===== src/verilog/usl_pkg.sv =====
package usl_pkg;
  typedef enum logic {USL_AWAKE, USL_ASLEEP} usl_power_t;
  localparam logic [2:0] ADR_HOLD    = 3'h0;
  localparam logic [2:0] ADR_IENA    = 3'h1;
  localparam logic [2:0] ADR_ISTAT   = 3'h2;
  localparam logic [2:0] ADR_LCTL    = 3'h3;
  localparam logic [2:0] ADR_MCTL    = 3'h4;
  localparam logic [2:0] ADR_LSTAT   = 3'h5;
  localparam logic [2:0] ADR_MSTAT   = 3'h6;
  localparam logic [2:0] ADR_SCRATCH = 3'h7;
  localparam logic [7:0] LCTL_ENH    = 8'hBF;
  localparam logic [7:0] DIV_ZERO    = 8'h00;
  localparam logic [7:0] REG_RESET   = 8'h00;
  localparam logic [7:0] IENA_BASE   = 8'h0F;
  localparam logic [7:0] FRAC_MASK   = 8'h3F;
  localparam logic [3:0] ISR_IDLE    = 4'h1;
  localparam logic [3:0] ISR_MODEM   = 4'h0;
  localparam int LCTL_DIV   = 7;
  localparam int IENA_MODEM = 3;
  localparam int IENA_SLEEP = 4;
  localparam int MCTL_DTR   = 0;
  localparam int MCTL_RTS   = 1;
  localparam int MCTL_OP1   = 2;
  localparam int MCTL_OP2   = 3;
  localparam int MCTL_LOOP  = 4;
  localparam int EFR_ENH    = 4;
  localparam int EFR_ARTS   = 6;
  localparam int EFR_ACTS   = 7;
  localparam int PIN_W      = 26;
endpackage


===== src/verilog/usl_top.sv =====
`timescale 1ns/1ns
module usl_top #(
  // Arbitrary code values
  parameter logic [7:0] REV_CODE = 8'h5A,
  parameter logic [7:0] ID_CODE  = 8'hC3
) (
  input  wire logic            core_clk,
  input  wire logic            rst_n,
  input  wire logic            clk_en,
  input  wire logic [2:0]      addr,
  input  wire logic [7:0]      data_in,
  input  wire logic            channel_one_select_n,
  input  wire logic            channel_two_select_n,
  input  wire logic            read_strobe_n,
  input  wire logic            write_strobe_n,
  input  wire logic            bus_isolate_pin,
  input  wire logic [1:0]      rx_pin,
  input  wire logic [1:0]      cts_pin_n,
  input  wire logic [1:0]      dsr_pin_n,
  input  wire logic [1:0]      cd_pin_n,
  input  wire logic [1:0]      ri_pin_n,
  input  wire logic [1:0]      core_tx_bit,
  input  wire logic [1:0]      core_rts_req,
  input  wire logic [1:0]      core_int,
  input  wire logic [1:0][7:0] core_isr,
  input  wire logic [1:0][7:0] core_rx_byte,
  input  wire logic [1:0][7:0] core_line_status,
  output logic [7:0]           data_out,
  output logic                 data_oe,
  output logic [1:0]           tx_pin,
  output logic [1:0]           rts_pin_n,
  output logic [1:0]           dtr_pin_n,
  output logic                 oscillator_output_pin,
  output logic                 sleeping,
  output logic [1:0]           irq,
  output logic [1:0]           core_rx_bit,
  output logic [1:0]           cts_hold,
  output logic [1:0]           tx_load,
  output logic [1:0]           rx_pop,
  output logic [1:0]           fifo_load,
  output logic [7:0]           load_byte,
  output logic [1:0][7:0]      divisor_low,
  output logic [1:0][7:0]      divisor_high,
  output logic [1:0][7:0]      divisor_fraction,
  output logic [1:0][7:0]      line_control,
  output logic [1:0][7:0]      enhanced_function
);

  logic [usl_pkg::PIN_W-1:0] pin_s1;
  logic [usl_pkg::PIN_W-1:0] pin_s2;
  logic [2:0]                a_addr;
  logic [7:0]                a_data;
  logic                      a_cs2_n;
  logic                      a_cs1_n;
  logic                      a_rd_n;
  logic                      a_wr_n;
  logic                      a_iso;
  logic [1:0]                a_rx;
  logic [1:0]                a_cts;
  logic [1:0]                a_dsr;
  logic [1:0]                a_cd;
  logic [1:0]                a_ri;
  usl_pkg::usl_power_t       pwr_state;
  usl_pkg::usl_power_t       next_state;
  logic [1:0][7:0]           modem_control;
  logic [1:0][7:0]           interrupt_enable;
  logic [1:0][7:0]           scratch_pad;
  logic [1:0][3:0][7:0]      flow_char;
  logic [1:0][3:0]           delta;
  logic [1:0][3:0]           mdm;
  logic [1:0][3:0]           mdm_prev;
  logic [1:0][7:0]           rd_val;
  logic [1:0][7:0]           isr_val;
  logic [1:0]                wake;
  logic [1:0]                rx_prev;
  logic                      rd_prev;
  logic                      wr_prev;
  logic                      isolated;
  logic                      rd_go;
  logic                      wr_go;
  logic [1:0]                sel;
  logic [1:0]                rd_ch;
  logic [1:0]                wr_ch;
  logic [1:0]                dlab;
  logic [1:0]                enh;
  logic [1:0]                frac_ok;
  logic [1:0]                divz;
  logic [1:0]                lb;
  logic [1:0]                pend;
  logic [1:0]                thr_wr;
  logic [1:0]                isr_rd;
  logic [1:0]                msr_rd;
  logic                      both_en;
  logic                      ready;
  logic                      mdm_chg;
  logic                      wake_ev;

  // Every pin passes two flip-flops
  always_ff @(posedge core_clk or negedge rst_n) begin
    if (!rst_n) begin
      pin_s1 <= '1;
      pin_s2 <= '1;
    end else if (clk_en) begin
      pin_s1 <= {addr, data_in, channel_two_select_n,
                 channel_one_select_n, read_strobe_n, write_strobe_n,
                 bus_isolate_pin, rx_pin, cts_pin_n, dsr_pin_n,
                 cd_pin_n, ri_pin_n};
      pin_s2 <= pin_s1;
    end
  end

  assign {a_addr, a_data, a_cs2_n, a_cs1_n, a_rd_n, a_wr_n, a_iso,
          a_rx, a_cts, a_dsr, a_cd, a_ri} = pin_s2;

  // Bus inputs are dead while isolated
  assign isolated = (pwr_state == usl_pkg::USL_ASLEEP) && a_iso;
  assign rd_go = rd_prev && !a_rd_n && !isolated;
  assign wr_go = !wr_prev && a_wr_n && !isolated;
  assign sel = {!a_cs2_n, !a_cs1_n} & {2{!isolated}};
  assign rd_ch = sel & {2{rd_go}};
  assign wr_ch = sel & {2{wr_go}};
  assign both_en = interrupt_enable[0][usl_pkg::IENA_SLEEP]
                && interrupt_enable[1][usl_pkg::IENA_SLEEP];

  always_comb begin
    for (int c = 0; c < 2; c++) begin
      dlab[c] = line_control[c][usl_pkg::LCTL_DIV];
      enh[c] = line_control[c] == usl_pkg::LCTL_ENH;
      frac_ok[c] = dlab[c] && !enh[c]
                && enhanced_function[c][usl_pkg::EFR_ENH];
      divz[c] = divisor_low[c] == usl_pkg::DIV_ZERO
             && divisor_high[c] == usl_pkg::DIV_ZERO;
      lb[c] = modem_control[c][usl_pkg::MCTL_LOOP];
      // Loopback feeds modem status from modem control
      if (lb[c]) begin
        mdm[c] = {modem_control[c][usl_pkg::MCTL_OP2],
                  modem_control[c][usl_pkg::MCTL_OP1],
                  modem_control[c][usl_pkg::MCTL_DTR],
                  modem_control[c][usl_pkg::MCTL_RTS]};
      end else begin
        mdm[c] = ~{a_cd[c], a_ri[c], a_dsr[c], a_cts[c]};
      end
      pend[c] = wake[c] || core_int[c] || (|delta[c]
             && interrupt_enable[c][usl_pkg::IENA_MODEM]);
      isr_val[c][7:4] = core_isr[c][7:4];
      if (core_int[c]) begin
        isr_val[c][3:0] = core_isr[c][3:0];
      end else if (|delta[c]
                   && interrupt_enable[c][usl_pkg::IENA_MODEM]) begin
        isr_val[c][3:0] = usl_pkg::ISR_MODEM;
      end else begin
        isr_val[c][3:0] = usl_pkg::ISR_IDLE;
      end
      thr_wr[c] = wr_ch[c] && a_addr == usl_pkg::ADR_HOLD
               && !dlab[c];
      isr_rd[c] = rd_ch[c] && a_addr == usl_pkg::ADR_ISTAT
               && !enh[c] && !frac_ok[c];
      msr_rd[c] = rd_ch[c] && a_addr == usl_pkg::ADR_MSTAT
               && !enh[c];
    end
  end

  // Read data selection per channel
  always_comb begin
    for (int c = 0; c < 2; c++) begin
      case (a_addr)
        usl_pkg::ADR_HOLD: begin
          if (!dlab[c]) rd_val[c] = core_rx_byte[c];
          else if (enh[c]) rd_val[c] = usl_pkg::REG_RESET;
          else if (divz[c]) rd_val[c] = REV_CODE;
          else rd_val[c] = divisor_low[c];
        end
        usl_pkg::ADR_IENA: begin
          if (!dlab[c]) rd_val[c] = interrupt_enable[c];
          else if (enh[c]) rd_val[c] = usl_pkg::REG_RESET;
          else if (divz[c]) rd_val[c] = ID_CODE;
          else rd_val[c] = divisor_high[c];
        end
        usl_pkg::ADR_ISTAT: begin
          if (enh[c]) rd_val[c] = enhanced_function[c];
          else if (frac_ok[c]) rd_val[c] = divisor_fraction[c];
          else rd_val[c] = isr_val[c];
        end
        usl_pkg::ADR_LCTL: begin
          rd_val[c] = line_control[c];
        end
        default: begin
          if (enh[c]) rd_val[c] = flow_char[c][a_addr[1:0]];
          else if (a_addr == usl_pkg::ADR_MCTL)
            rd_val[c] = modem_control[c];
          else if (a_addr == usl_pkg::ADR_LSTAT)
            rd_val[c] = core_line_status[c];
          else if (a_addr == usl_pkg::ADR_MSTAT)
            rd_val[c] = {mdm[c], delta[c]};
          else rd_val[c] = scratch_pad[c];
        end
      endcase
    end
  end

  // Register writes
  always_ff @(posedge core_clk or negedge rst_n) begin
    if (!rst_n) begin
      divisor_low <= {2{usl_pkg::REG_RESET}};
      divisor_high <= {2{usl_pkg::REG_RESET}};
      divisor_fraction <= {2{usl_pkg::REG_RESET}};
      line_control <= {2{usl_pkg::REG_RESET}};
      enhanced_function <= {2{usl_pkg::REG_RESET}};
      modem_control <= {2{usl_pkg::REG_RESET}};
      interrupt_enable <= {2{usl_pkg::REG_RESET}};
      scratch_pad <= {2{usl_pkg::REG_RESET}};
      flow_char <= {8{usl_pkg::REG_RESET}};
    end else if (clk_en) begin
      for (int c = 0; c < 2; c++) begin
        if (wr_ch[c]) begin
          case (a_addr)
            usl_pkg::ADR_HOLD: begin
              if (dlab[c] && !enh[c]) divisor_low[c] <= a_data;
            end
            usl_pkg::ADR_IENA: begin
              if (!dlab[c]) begin
                if (enhanced_function[c][usl_pkg::EFR_ENH])
                  interrupt_enable[c] <= a_data;
                else
                  interrupt_enable[c] <= a_data & usl_pkg::IENA_BASE;
              end else if (!enh[c]) begin
                divisor_high[c] <= a_data;
              end
            end
            usl_pkg::ADR_ISTAT: begin
              if (enh[c]) enhanced_function[c] <= a_data;
              else if (frac_ok[c])
                divisor_fraction[c] <= a_data & usl_pkg::FRAC_MASK;
            end
            usl_pkg::ADR_LCTL: begin
              line_control[c] <= a_data;
            end
            default: begin
              if (enh[c]) flow_char[c][a_addr[1:0]] <= a_data;
              else if (a_addr == usl_pkg::ADR_MCTL)
                modem_control[c] <= a_data;
              else if (a_addr == usl_pkg::ADR_SCRATCH)
                scratch_pad[c] <= a_data;
            end
          endcase
        end
      end
    end
  end

  // Strobes handed to the channel cores
  always_ff @(posedge core_clk or negedge rst_n) begin
    if (!rst_n) begin
      tx_load <= '0;
      rx_pop <= '0;
      fifo_load <= '0;
      load_byte <= usl_pkg::REG_RESET;
    end else if (clk_en) begin
      for (int c = 0; c < 2; c++) begin
        tx_load[c] <= thr_wr[c];
        rx_pop[c] <= rd_ch[c] && a_addr == usl_pkg::ADR_HOLD
                  && !dlab[c];
        fifo_load[c] <= wr_ch[c] && a_addr == usl_pkg::ADR_ISTAT
                     && !enh[c] && !frac_ok[c];
      end
      if (wr_go) load_byte <= a_data;
    end
  end

  // Modem change flags, set wins over read clear
  always_ff @(posedge core_clk or negedge rst_n) begin
    if (!rst_n) begin
      mdm_prev <= '0;
      delta <= '0;
      rx_prev <= '1;
    end else if (clk_en) begin
      mdm_prev <= mdm;
      rx_prev <= a_rx;
      for (int c = 0; c < 2; c++) begin
        delta[c] <= (delta[c] & {4{!msr_rd[c]}})
                 | (mdm[c] ^ mdm_prev[c]);
      end
    end
  end

  assign mdm_chg = |(mdm ^ mdm_prev);
  assign wake_ev = |(rx_prev & ~a_rx) || mdm_chg || |thr_wr;
  assign ready = !(|pend) && both_en && !(|delta) && &a_rx;

  always_comb begin
    next_state = pwr_state;
    case (pwr_state)
      usl_pkg::USL_AWAKE: begin
        if (ready && !wake_ev) next_state = usl_pkg::USL_ASLEEP;
      end
      usl_pkg::USL_ASLEEP: begin
        if (wake_ev || !both_en) next_state = usl_pkg::USL_AWAKE;
      end
      default: begin
        next_state = usl_pkg::USL_AWAKE;
      end
    endcase
  end

  always_ff @(posedge core_clk or negedge rst_n) begin
    if (!rst_n) begin
      pwr_state <= usl_pkg::USL_AWAKE;
      sleeping <= 1'b0;
    end else if (clk_en) begin
      pwr_state <= next_state;
      sleeping <= next_state == usl_pkg::USL_ASLEEP;
    end
  end

  // Wake indication, set wins over status read
  always_ff @(posedge core_clk or negedge rst_n) begin
    if (!rst_n) begin
      wake <= '0;
    end else if (clk_en) begin
      for (int c = 0; c < 2; c++) begin
        wake[c] <= (pwr_state == usl_pkg::USL_ASLEEP && wake_ev
                    && interrupt_enable[c][usl_pkg::IENA_SLEEP])
                || (wake[c] && !isr_rd[c]);
      end
    end
  end

  // Serial and modem pins
  always_ff @(posedge core_clk or negedge rst_n) begin
    if (!rst_n) begin
      tx_pin <= '1;
      rts_pin_n <= '1;
      dtr_pin_n <= '1;
      core_rx_bit <= '1;
      cts_hold <= '0;
      irq <= '0;
    end else if (clk_en) begin
      for (int c = 0; c < 2; c++) begin
        core_rx_bit[c] <= lb[c] ? core_tx_bit[c] : a_rx[c];
        tx_pin[c] <= lb[c] || core_tx_bit[c];
        if (lb[c]) begin
          rts_pin_n[c] <= 1'b1;
        end else if (enhanced_function[c][usl_pkg::EFR_ARTS]) begin
          rts_pin_n[c] <= !core_rts_req[c];
        end else begin
          rts_pin_n[c] <= !modem_control[c][usl_pkg::MCTL_RTS];
        end
        dtr_pin_n[c] <= lb[c]
                     || !modem_control[c][usl_pkg::MCTL_DTR];
        cts_hold[c] <= enhanced_function[c][usl_pkg::EFR_ACTS]
                    && !lb[c] && a_cts[c];
        irq[c] <= pend[c];
      end
    end
  end

  // Clock output dies in sleep
  always_ff @(posedge core_clk or negedge rst_n) begin
    if (!rst_n) begin
      oscillator_output_pin <= 1'b0;
    end else if (clk_en) begin
      oscillator_output_pin <= (pwr_state == usl_pkg::USL_AWAKE)
                            && !oscillator_output_pin;
    end
  end

  // Parallel bus read side
  always_ff @(posedge core_clk or negedge rst_n) begin
    if (!rst_n) begin
      rd_prev <= 1'b1;
      wr_prev <= 1'b1;
      data_out <= usl_pkg::REG_RESET;
      data_oe <= 1'b0;
    end else if (clk_en) begin
      rd_prev <= a_rd_n;
      wr_prev <= a_wr_n;
      data_oe <= !a_rd_n && |sel;
      if (rd_ch[0]) data_out <= rd_val[0];
      else if (rd_ch[1]) data_out <= rd_val[1];
    end
  end
endmodule


===== config.mk =====
export PLATFORM = sky130hd
export DESIGN_NAME = usl_top
export DESIGN_NICKNAME = d
export VERILOG_FILES = /design/src/verilog/usl_pkg.sv /design/src/verilog/usl_top.sv
export SDC_FILE = /design/constraint.sdc
export NUM_CORES = 1
export LEC_CHECK = 0
export BUFFER_PORTS_ARGS = -buffer_cell sky130_fd_sc_hd__buf_2
export CAP_MARGIN = 20
export CELL_PAD_IN_SITES_DETAIL_PLACEMENT = 1
export CELL_PAD_IN_SITES_GLOBAL_PLACEMENT = 1
export CORE_ASPECT_RATIO = 1.2
export CORE_MARGIN = 2
export CORE_UTILIZATION = 47
export CTS_BUF_LIST = sky130_fd_sc_hd__clkbuf_8 sky130_fd_sc_hd__clkbuf_16
export DETAILED_ROUTE_END_ITERATION = 8
export PLACE_DENSITY_LB_ADDON = 0.1
export RECOVER_POWER = 25
export SYNTH_ARGS = -nofsm -noshare
export SYNTH_HDL_FRONTEND = slang
export SYNTH_SLANG_ARGS = --single-unit

===== constraint.sdc =====
create_clock -name core_clk -period 2.5 [get_ports core_clk]
set_clock_uncertainty 0.15 [all_clocks]
set_input_delay 0.125 -clock core_clk [delete_from_list [all_inputs] [get_ports core_clk]]
set_output_delay 0.125 -clock core_clk [all_outputs]
set_load 0.02 [all_outputs]

== Yosys cells after proc, flatten, opt, wreduce, memory -nomap -nowiden ==
Index checks and enable logic that the tools add are counted.

* Magnitude comparators: 2
* Equality and inequality tests: 9
* Muxes and demuxes: 53
* Bitwise gates (word level): 21
* Reductions and logical operators: 131

{| class="wikitable"
|+ Operators by type and width
! kind !! count
|-
| $mux W8 || 31
|-
| $bwmux W32 || 2
|-
| $pmux W8 S4 || 2
|-
| $logic_and A1 B1 Y1 || 54
|-
| $bmux W8 S2 || 2
|-
| $logic_not A8 Y1 || 4
|-
| $reduce_and A4 Y1 || 8
|-
| $reduce_and A5 Y1 || 6
|-
| $logic_not A1 Y1 || 28
|-
| $demux W8 S2 || 1
|-
| $eq A8 B8 Y1 const B || 2
|-
| $mux W4 || 4
|-
| $reduce_or A8 Y1 || 2
|-
| $logic_or A1 B1 Y1 || 13
|-
| $eq A3 B3 Y1 const B || 4
|-
| $reduce_and A6 Y1 || 2
|-
| $reduce_or A4 Y1 || 3
|-
| $mux W1 || 10
|-
| $and A2 B2 Y2 || 4
|-
| $and A4 B4 Y4 || 2
|-
| $not A4 Y4 || 2
|-
| $or A4 B4 Y4 || 2
|-
| $reduce_or A2 Y1 || 4
|-
| $xor A4 B4 Y4 || 2
|-
| 12 further kinds || 22
|}

* Register bits: 299
* Output and inout port bits: 117
* Logic and storage cells: 264

== Depth between registers and ports, before layout ==
* Word-level depth: 12
* Depth in mapped cells: 10

== Least setup slack after synthesis ==
Ideal clock, no wire load.

* Path kind: flip-flop to flip-flop
* From: register pin_s2[23] (netlist name)
* To: register data_out[4]
* Setup time: 0.120 ns
* Data arrival time: 2.031 ns
* Setup slack: 0.200 ns
* Stages on the path, launching flop included: 8
* Path buffers: 3
* Path through: dfstp_2 -> buf_4 -> buf_6 -> buf_4 -> mux4_2 -> a211oi_1 -> a31oi_1 -> and3_1

* Cells in the longest elaborated chain, start to end: 8
* Elaborated cells between the ends (all ways): 23

{| class="wikitable"
|+ Ends and longest elaborated chain
! item !! RTL line !! RTL
|-
| from (decl) || usl_top.sv:50 || <nowiki>logic [usl_pkg::PIN_W-1:0] pin_s2;</nowiki>
|-
| from (signal assigned) || usl_top.sv:108 || <nowiki>pin_s2 <= pin_s1;</nowiki>
|-
| $eq A3 B3 Y1 || usl_top.sv:193 || <nowiki>else if (a_addr == usl_pkg::ADR_MSTAT)</nowiki>
|-
| $mux W8 || usl_top.sv:193 ||
|-
| $mux W8 || usl_top.sv:191 || <nowiki>else if (a_addr == usl_pkg::ADR_LSTAT)</nowiki>
|-
| $mux W8 || usl_top.sv:189 || <nowiki>else if (a_addr == usl_pkg::ADR_MCTL)</nowiki>
|-
| $mux W8 || usl_top.sv:188 || <nowiki>if (enh[c]) rd_val[c] = flow_char[c][a_addr[1:0]];</nowiki>
|-
| $pmux W8 S4 || usl_top.sv:166 || <nowiki>case (a_addr)</nowiki>
|-
| $mux W8 || usl_top.sv:379 || <nowiki>else if (rd_ch[1]) data_out <= rd_val[1];</nowiki>
|-
| $mux W8 (*) || usl_top.sv:378 || <nowiki>if (rd_ch[0]) data_out <= rd_val[0];</nowiki>
|-
| to (signal assigned) || usl_top.sv:372 || <nowiki>data_out <= usl_pkg::REG_RESET;</nowiki>
|-
| to (signal assigned) || usl_top.sv:378 ||
|-
| to (signal assigned) || usl_top.sv:379 ||
|-
| to (decl) || usl_top.sv:28 || <nowiki>output logic [7:0] data_out,</nowiki>
|}

Mark *: on every way between the ends. The rest lies on a longest branch, timed or not. The select of a mux whose other input is x is not followed.
A chain may end at the register's enable or synchronous reset.

== Worst setup path in the final report ==
* From: register pin_s2[24] (netlist name)
* To: register data_out[1]

The elaborated chain is that of the path after synthesis.

==> flow_metrics.env <==
export IMPL_grt_pass1_wl_mm=81.8
export IMPL_h_tree_depth=1
export IMPL_post_dp_hpwl_mm=39.5
export IMPL_first_global_vias=12758
export IMPL_cpLargestDelayFamily="compound AO/OA/AOI/OAI gates"
export IMPL_area_growth_pct=27.3
export IMPL_min_period_over_period_pct=101
export IMPL_critical_path_class="reg2reg"
export IMPL_vias_per_cell=6.03
export IMPL_peakVddDrop_v=0.000668
export IMPL_cpPeakStageDelay_ns=0.59
export IMPL_ios=200
export IMPL_finalNonFillerCells=1950
export IMPL_fmax_mhz=396
export IMPL_antenna_diode_count=0
export IMPL_die_y_um=195
export IMPL_yosysSeqAreaShare_pct=52.7
export IMPL_maxSlewHeadroom_pct=-17.0
export IMPL_worstMarginPinSlew_ns=1.76
export IMPL_async_flop_share_pct=100
export IMPL_cts_sinks=299
export IMPL_drtIter0Drc=914
export IMPL_netlist_area_um2=14400
export IMPL_p_leak_uw=0.00870
export IMPL_drc=0
export IMPL_cts_made_buffers=31
export IMPL_cp_num_buf_inv=4
export IMPL_antenna_found_initial=0
export IMPL_ys_seq_elements=299
export IMPL_violations="max-capacitance violations, max-slew violations, negative setup slack"
export IMPL_maxSlewViolCount=24
export IMPL_final_nets=1612
export IMPL_start_kind="flip-flop"
export IMPL_crit_path_end_kind="flip-flop"
export IMPL_path_cells="buf_12 > buf_4 > a21boi_4 > buf_4 > o22ai_1 > a21oi_1 > a211oi_1 > buf_4 > o211ai_1 > o221a_2"
export IMPL_yosys_warnings=0
export IMPL_setup_viol=2
export IMPL_hold_viol=0
export IMPL_overflow=0
export IMPL_dieArea_um2=32000
export IMPL_status="finished, violations left"
export IMPL_synth_distinct_cells=77
export IMPL_wl_per_cell_um=28.7
export IMPL_crit_fanout=4
export IMPL_required_ns=2.83
export IMPL_cp_arrival_ns=2.85
export IMPL_clkTransAtPathRegs_ns=0.07
export IMPL_cts_tree="yes"
export IMPL_place_gp_congestion=0.948
export IMPL_clockBufferDepth=3
export IMPL_die_w_um=164
export IMPL_layout_drive_gt1_share_pct=48.5
export IMPL_clock_latency_ns=0.60
export IMPL_synth_edff_count=0
export IMPL_via_count=11768
export IMPL_grt_max_degree=81
export IMPL_cap_violations=1
export IMPL_hp_class="in2reg"
export IMPL_grt_usage_pct=34.9
export IMPL_p_total_uw=14900
export IMPL_avgSynthCellArea_um2=12.1
export IMPL_ant_nets=0
export IMPL_root_buffer="clkbuf_16"
export IMPL_setup_tns_ns=-0.0340
export IMPL_io_buffers=195
export IMPL_initial_utilization_pct=47.4
export IMPL_core_um2=30300
export IMPL_setup_ws_ns=-0.0231
export IMPL_powerDensity_nw_per_um2=817
export IMPL_fp_row_count=70
export IMPL_synth_ff_type="dfrtp_1"
export IMPL_placedCellCount=1841
export IMPL_worst_path_most_repeated_cell="buf_4"
export IMPL_grt_setup_unrepaired="yes"
export IMPL_worst_path_max_delay_cell="dfstp_2"
export IMPL_min_period_ns=2.52
export IMPL_syn_instance_count=1187
export IMPL_drt_total_wl_mm=55.9
export IMPL_first_pass_iters=5
## worst paths after layout
check	start	endpoint	slack, ns	cells after the start
worst max-delay path	pin_s2[24]$_DFFE_PN1P_	data_out[1]$_DFFE_PN0P_	-0.02	10
worst min-delay path	core_rx_byte[7]	data_out[7]$_DFFE_PN0P_	0.04	5
worst max register to register	pin_s2[24]$_DFFE_PN1P_	data_out[1]$_DFFE_PN0P_	-0.02	10
worst min register to register	oscillator_output_pin$_DFFE_PN0P_	oscillator_output_pin$_DFFE_PN0P_	0.32	1
max in group asynchronous	rst_n	lb[1]$_DFFE_PN0P_	0.30	3
min in group asynchronous	rst_n	pin_s1[4]$_DFFE_PN1P_	1.05	2
## cells in the final DEF, fill, tap and decap left out, types with 19 or more instances in the layout
cell,netlist,routed
clkbuf_16,0,31
dlygate4sd3_1,0,42
nand3_1,30,29
o22ai_1,19,19
dfstp_2,64,64
buf_4,7,134
buf_2,19,193
o21ai_0,50,49
mux2_2,250,250
a31oi_1,19,19
nand2_1,71,71
a21oi_1,35,34
nor2_1,68,66
inv_1,18,32
dfrtp_1,235,234
## timing repair
item / 4_1_cts / 5_1_grt
resized for setup: 4 / 17
hold buffers: 43 / 0
endpoints found under the hold margin: 306 / 0
setup endpoints to repair: 4 / 59
buffers inserted: 0 / 8
## worst reg2reg max path, cell delays in order (launching register included)
cell and delay [ns]:
dfstp_2 0.59, buf_12 0.12, buf_4 0.11, a21boi_4 0.06
buf_4 0.14, o22ai_1 0.19, a21oi_1 0.08, a211oi_1 0.35
buf_4 0.19, o211ai_1 0.15, o221a_2 0.26
## kinds of logic after synthesis
family          share of synthesized area [%]
compound gates                           10.4
xor+xnor                                0.488
buf+inv                                  3.04
flops                                    52.7
mux                                      22.8
other cells                            0.0261
simple gates                             10.5
## area by class of cell
type	instances	area, um^2
clock buffers	35	831
clock inverters	23	193
fillers	3179	12000
inverters	20	75.1
multi-input cells	790	6420
flip-flops and latches	299	7560
well taps	396	495
repair buffers	387	2690
## state kept, by name (all words and copies together), names as in the netlist, 8 cells and up
name / flops
data_out: 8
delta: 8
divisor_fraction: 12
divisor_high: 16
divisor_low: 16
enhanced_function: 16
flow_char: 64
interrupt_enable: 16
line_control: 16
load_byte: 8
mdm_prev: 8
modem_control: 14
pin_s1: 26
pin_s2: 26
scratch_pad: 16
## where the power goes
group	internal [uW]	total [uW]	switching, uW	leakage [uW]
Combinational	1570	3730	2160	0.00433
Sequential	5610	6510	894	0.00382
Clock	2680	4690	2020	0.000550
## metal layers
metal	GRT usage (%)	vias up	share of wire (%)
met5	0	-	0
met4	14.0	0	4.3
met3	4.50	123	5.4
met2	59.6	450	50
met1	44.8	6108	40
li1	-	5087	-
## cells in the mapped netlist, types with 8 or more instances
master	n	share of area, %
a211oi_1	10	0.52
a21o_1	8	0.42
a21oi_1	35	1.2
a22o_1	10	0.61
a31oi_1	19	0.83
and3_1	10	0.44
buf_2	19	0.66
clkbuf_1	49	1.3
dfrtp_1	235	41
dfstp_2	64	12
inv_1	18	0.47
mux2_2	250	20
mux2i_1	8	0.56
mux4_2	17	2.7
nand2_1	71	1.9
nand2b_1	11	0.48
nand3_1	30	1.0
nand4_1	12	0.52
nor2_1	68	1.8
nor3_1	14	0.49
nor4_1	17	0.74
o211ai_1	12	0.63
o21ai_0	50	1.7
o22ai_1	19	0.83
## metrics by stage
| stage | setup slack [ns] | util [%] | hold WS (ns) | cell area [um^2] |
|---|---|---|---|---|
| final | -0.0231 | 60.3 | 0.0392 | 18300 |
| after global routing | -0.0644 | 60.3 | 0.0720 | 18300 |
| after CTS | 0.000356 | 60.0 | 0.0267 | 18200 |
| after detailed placement | -0.0313 | 55.1 | -0.0810 | 16700 |
| after global placement | -0.157 | 55.1 | -0.0824 | 16700 |
| after floorplan | 0.200 | - | -0.321 | 14400 |
Note: power is estimated with default switching activity, not from simulation.
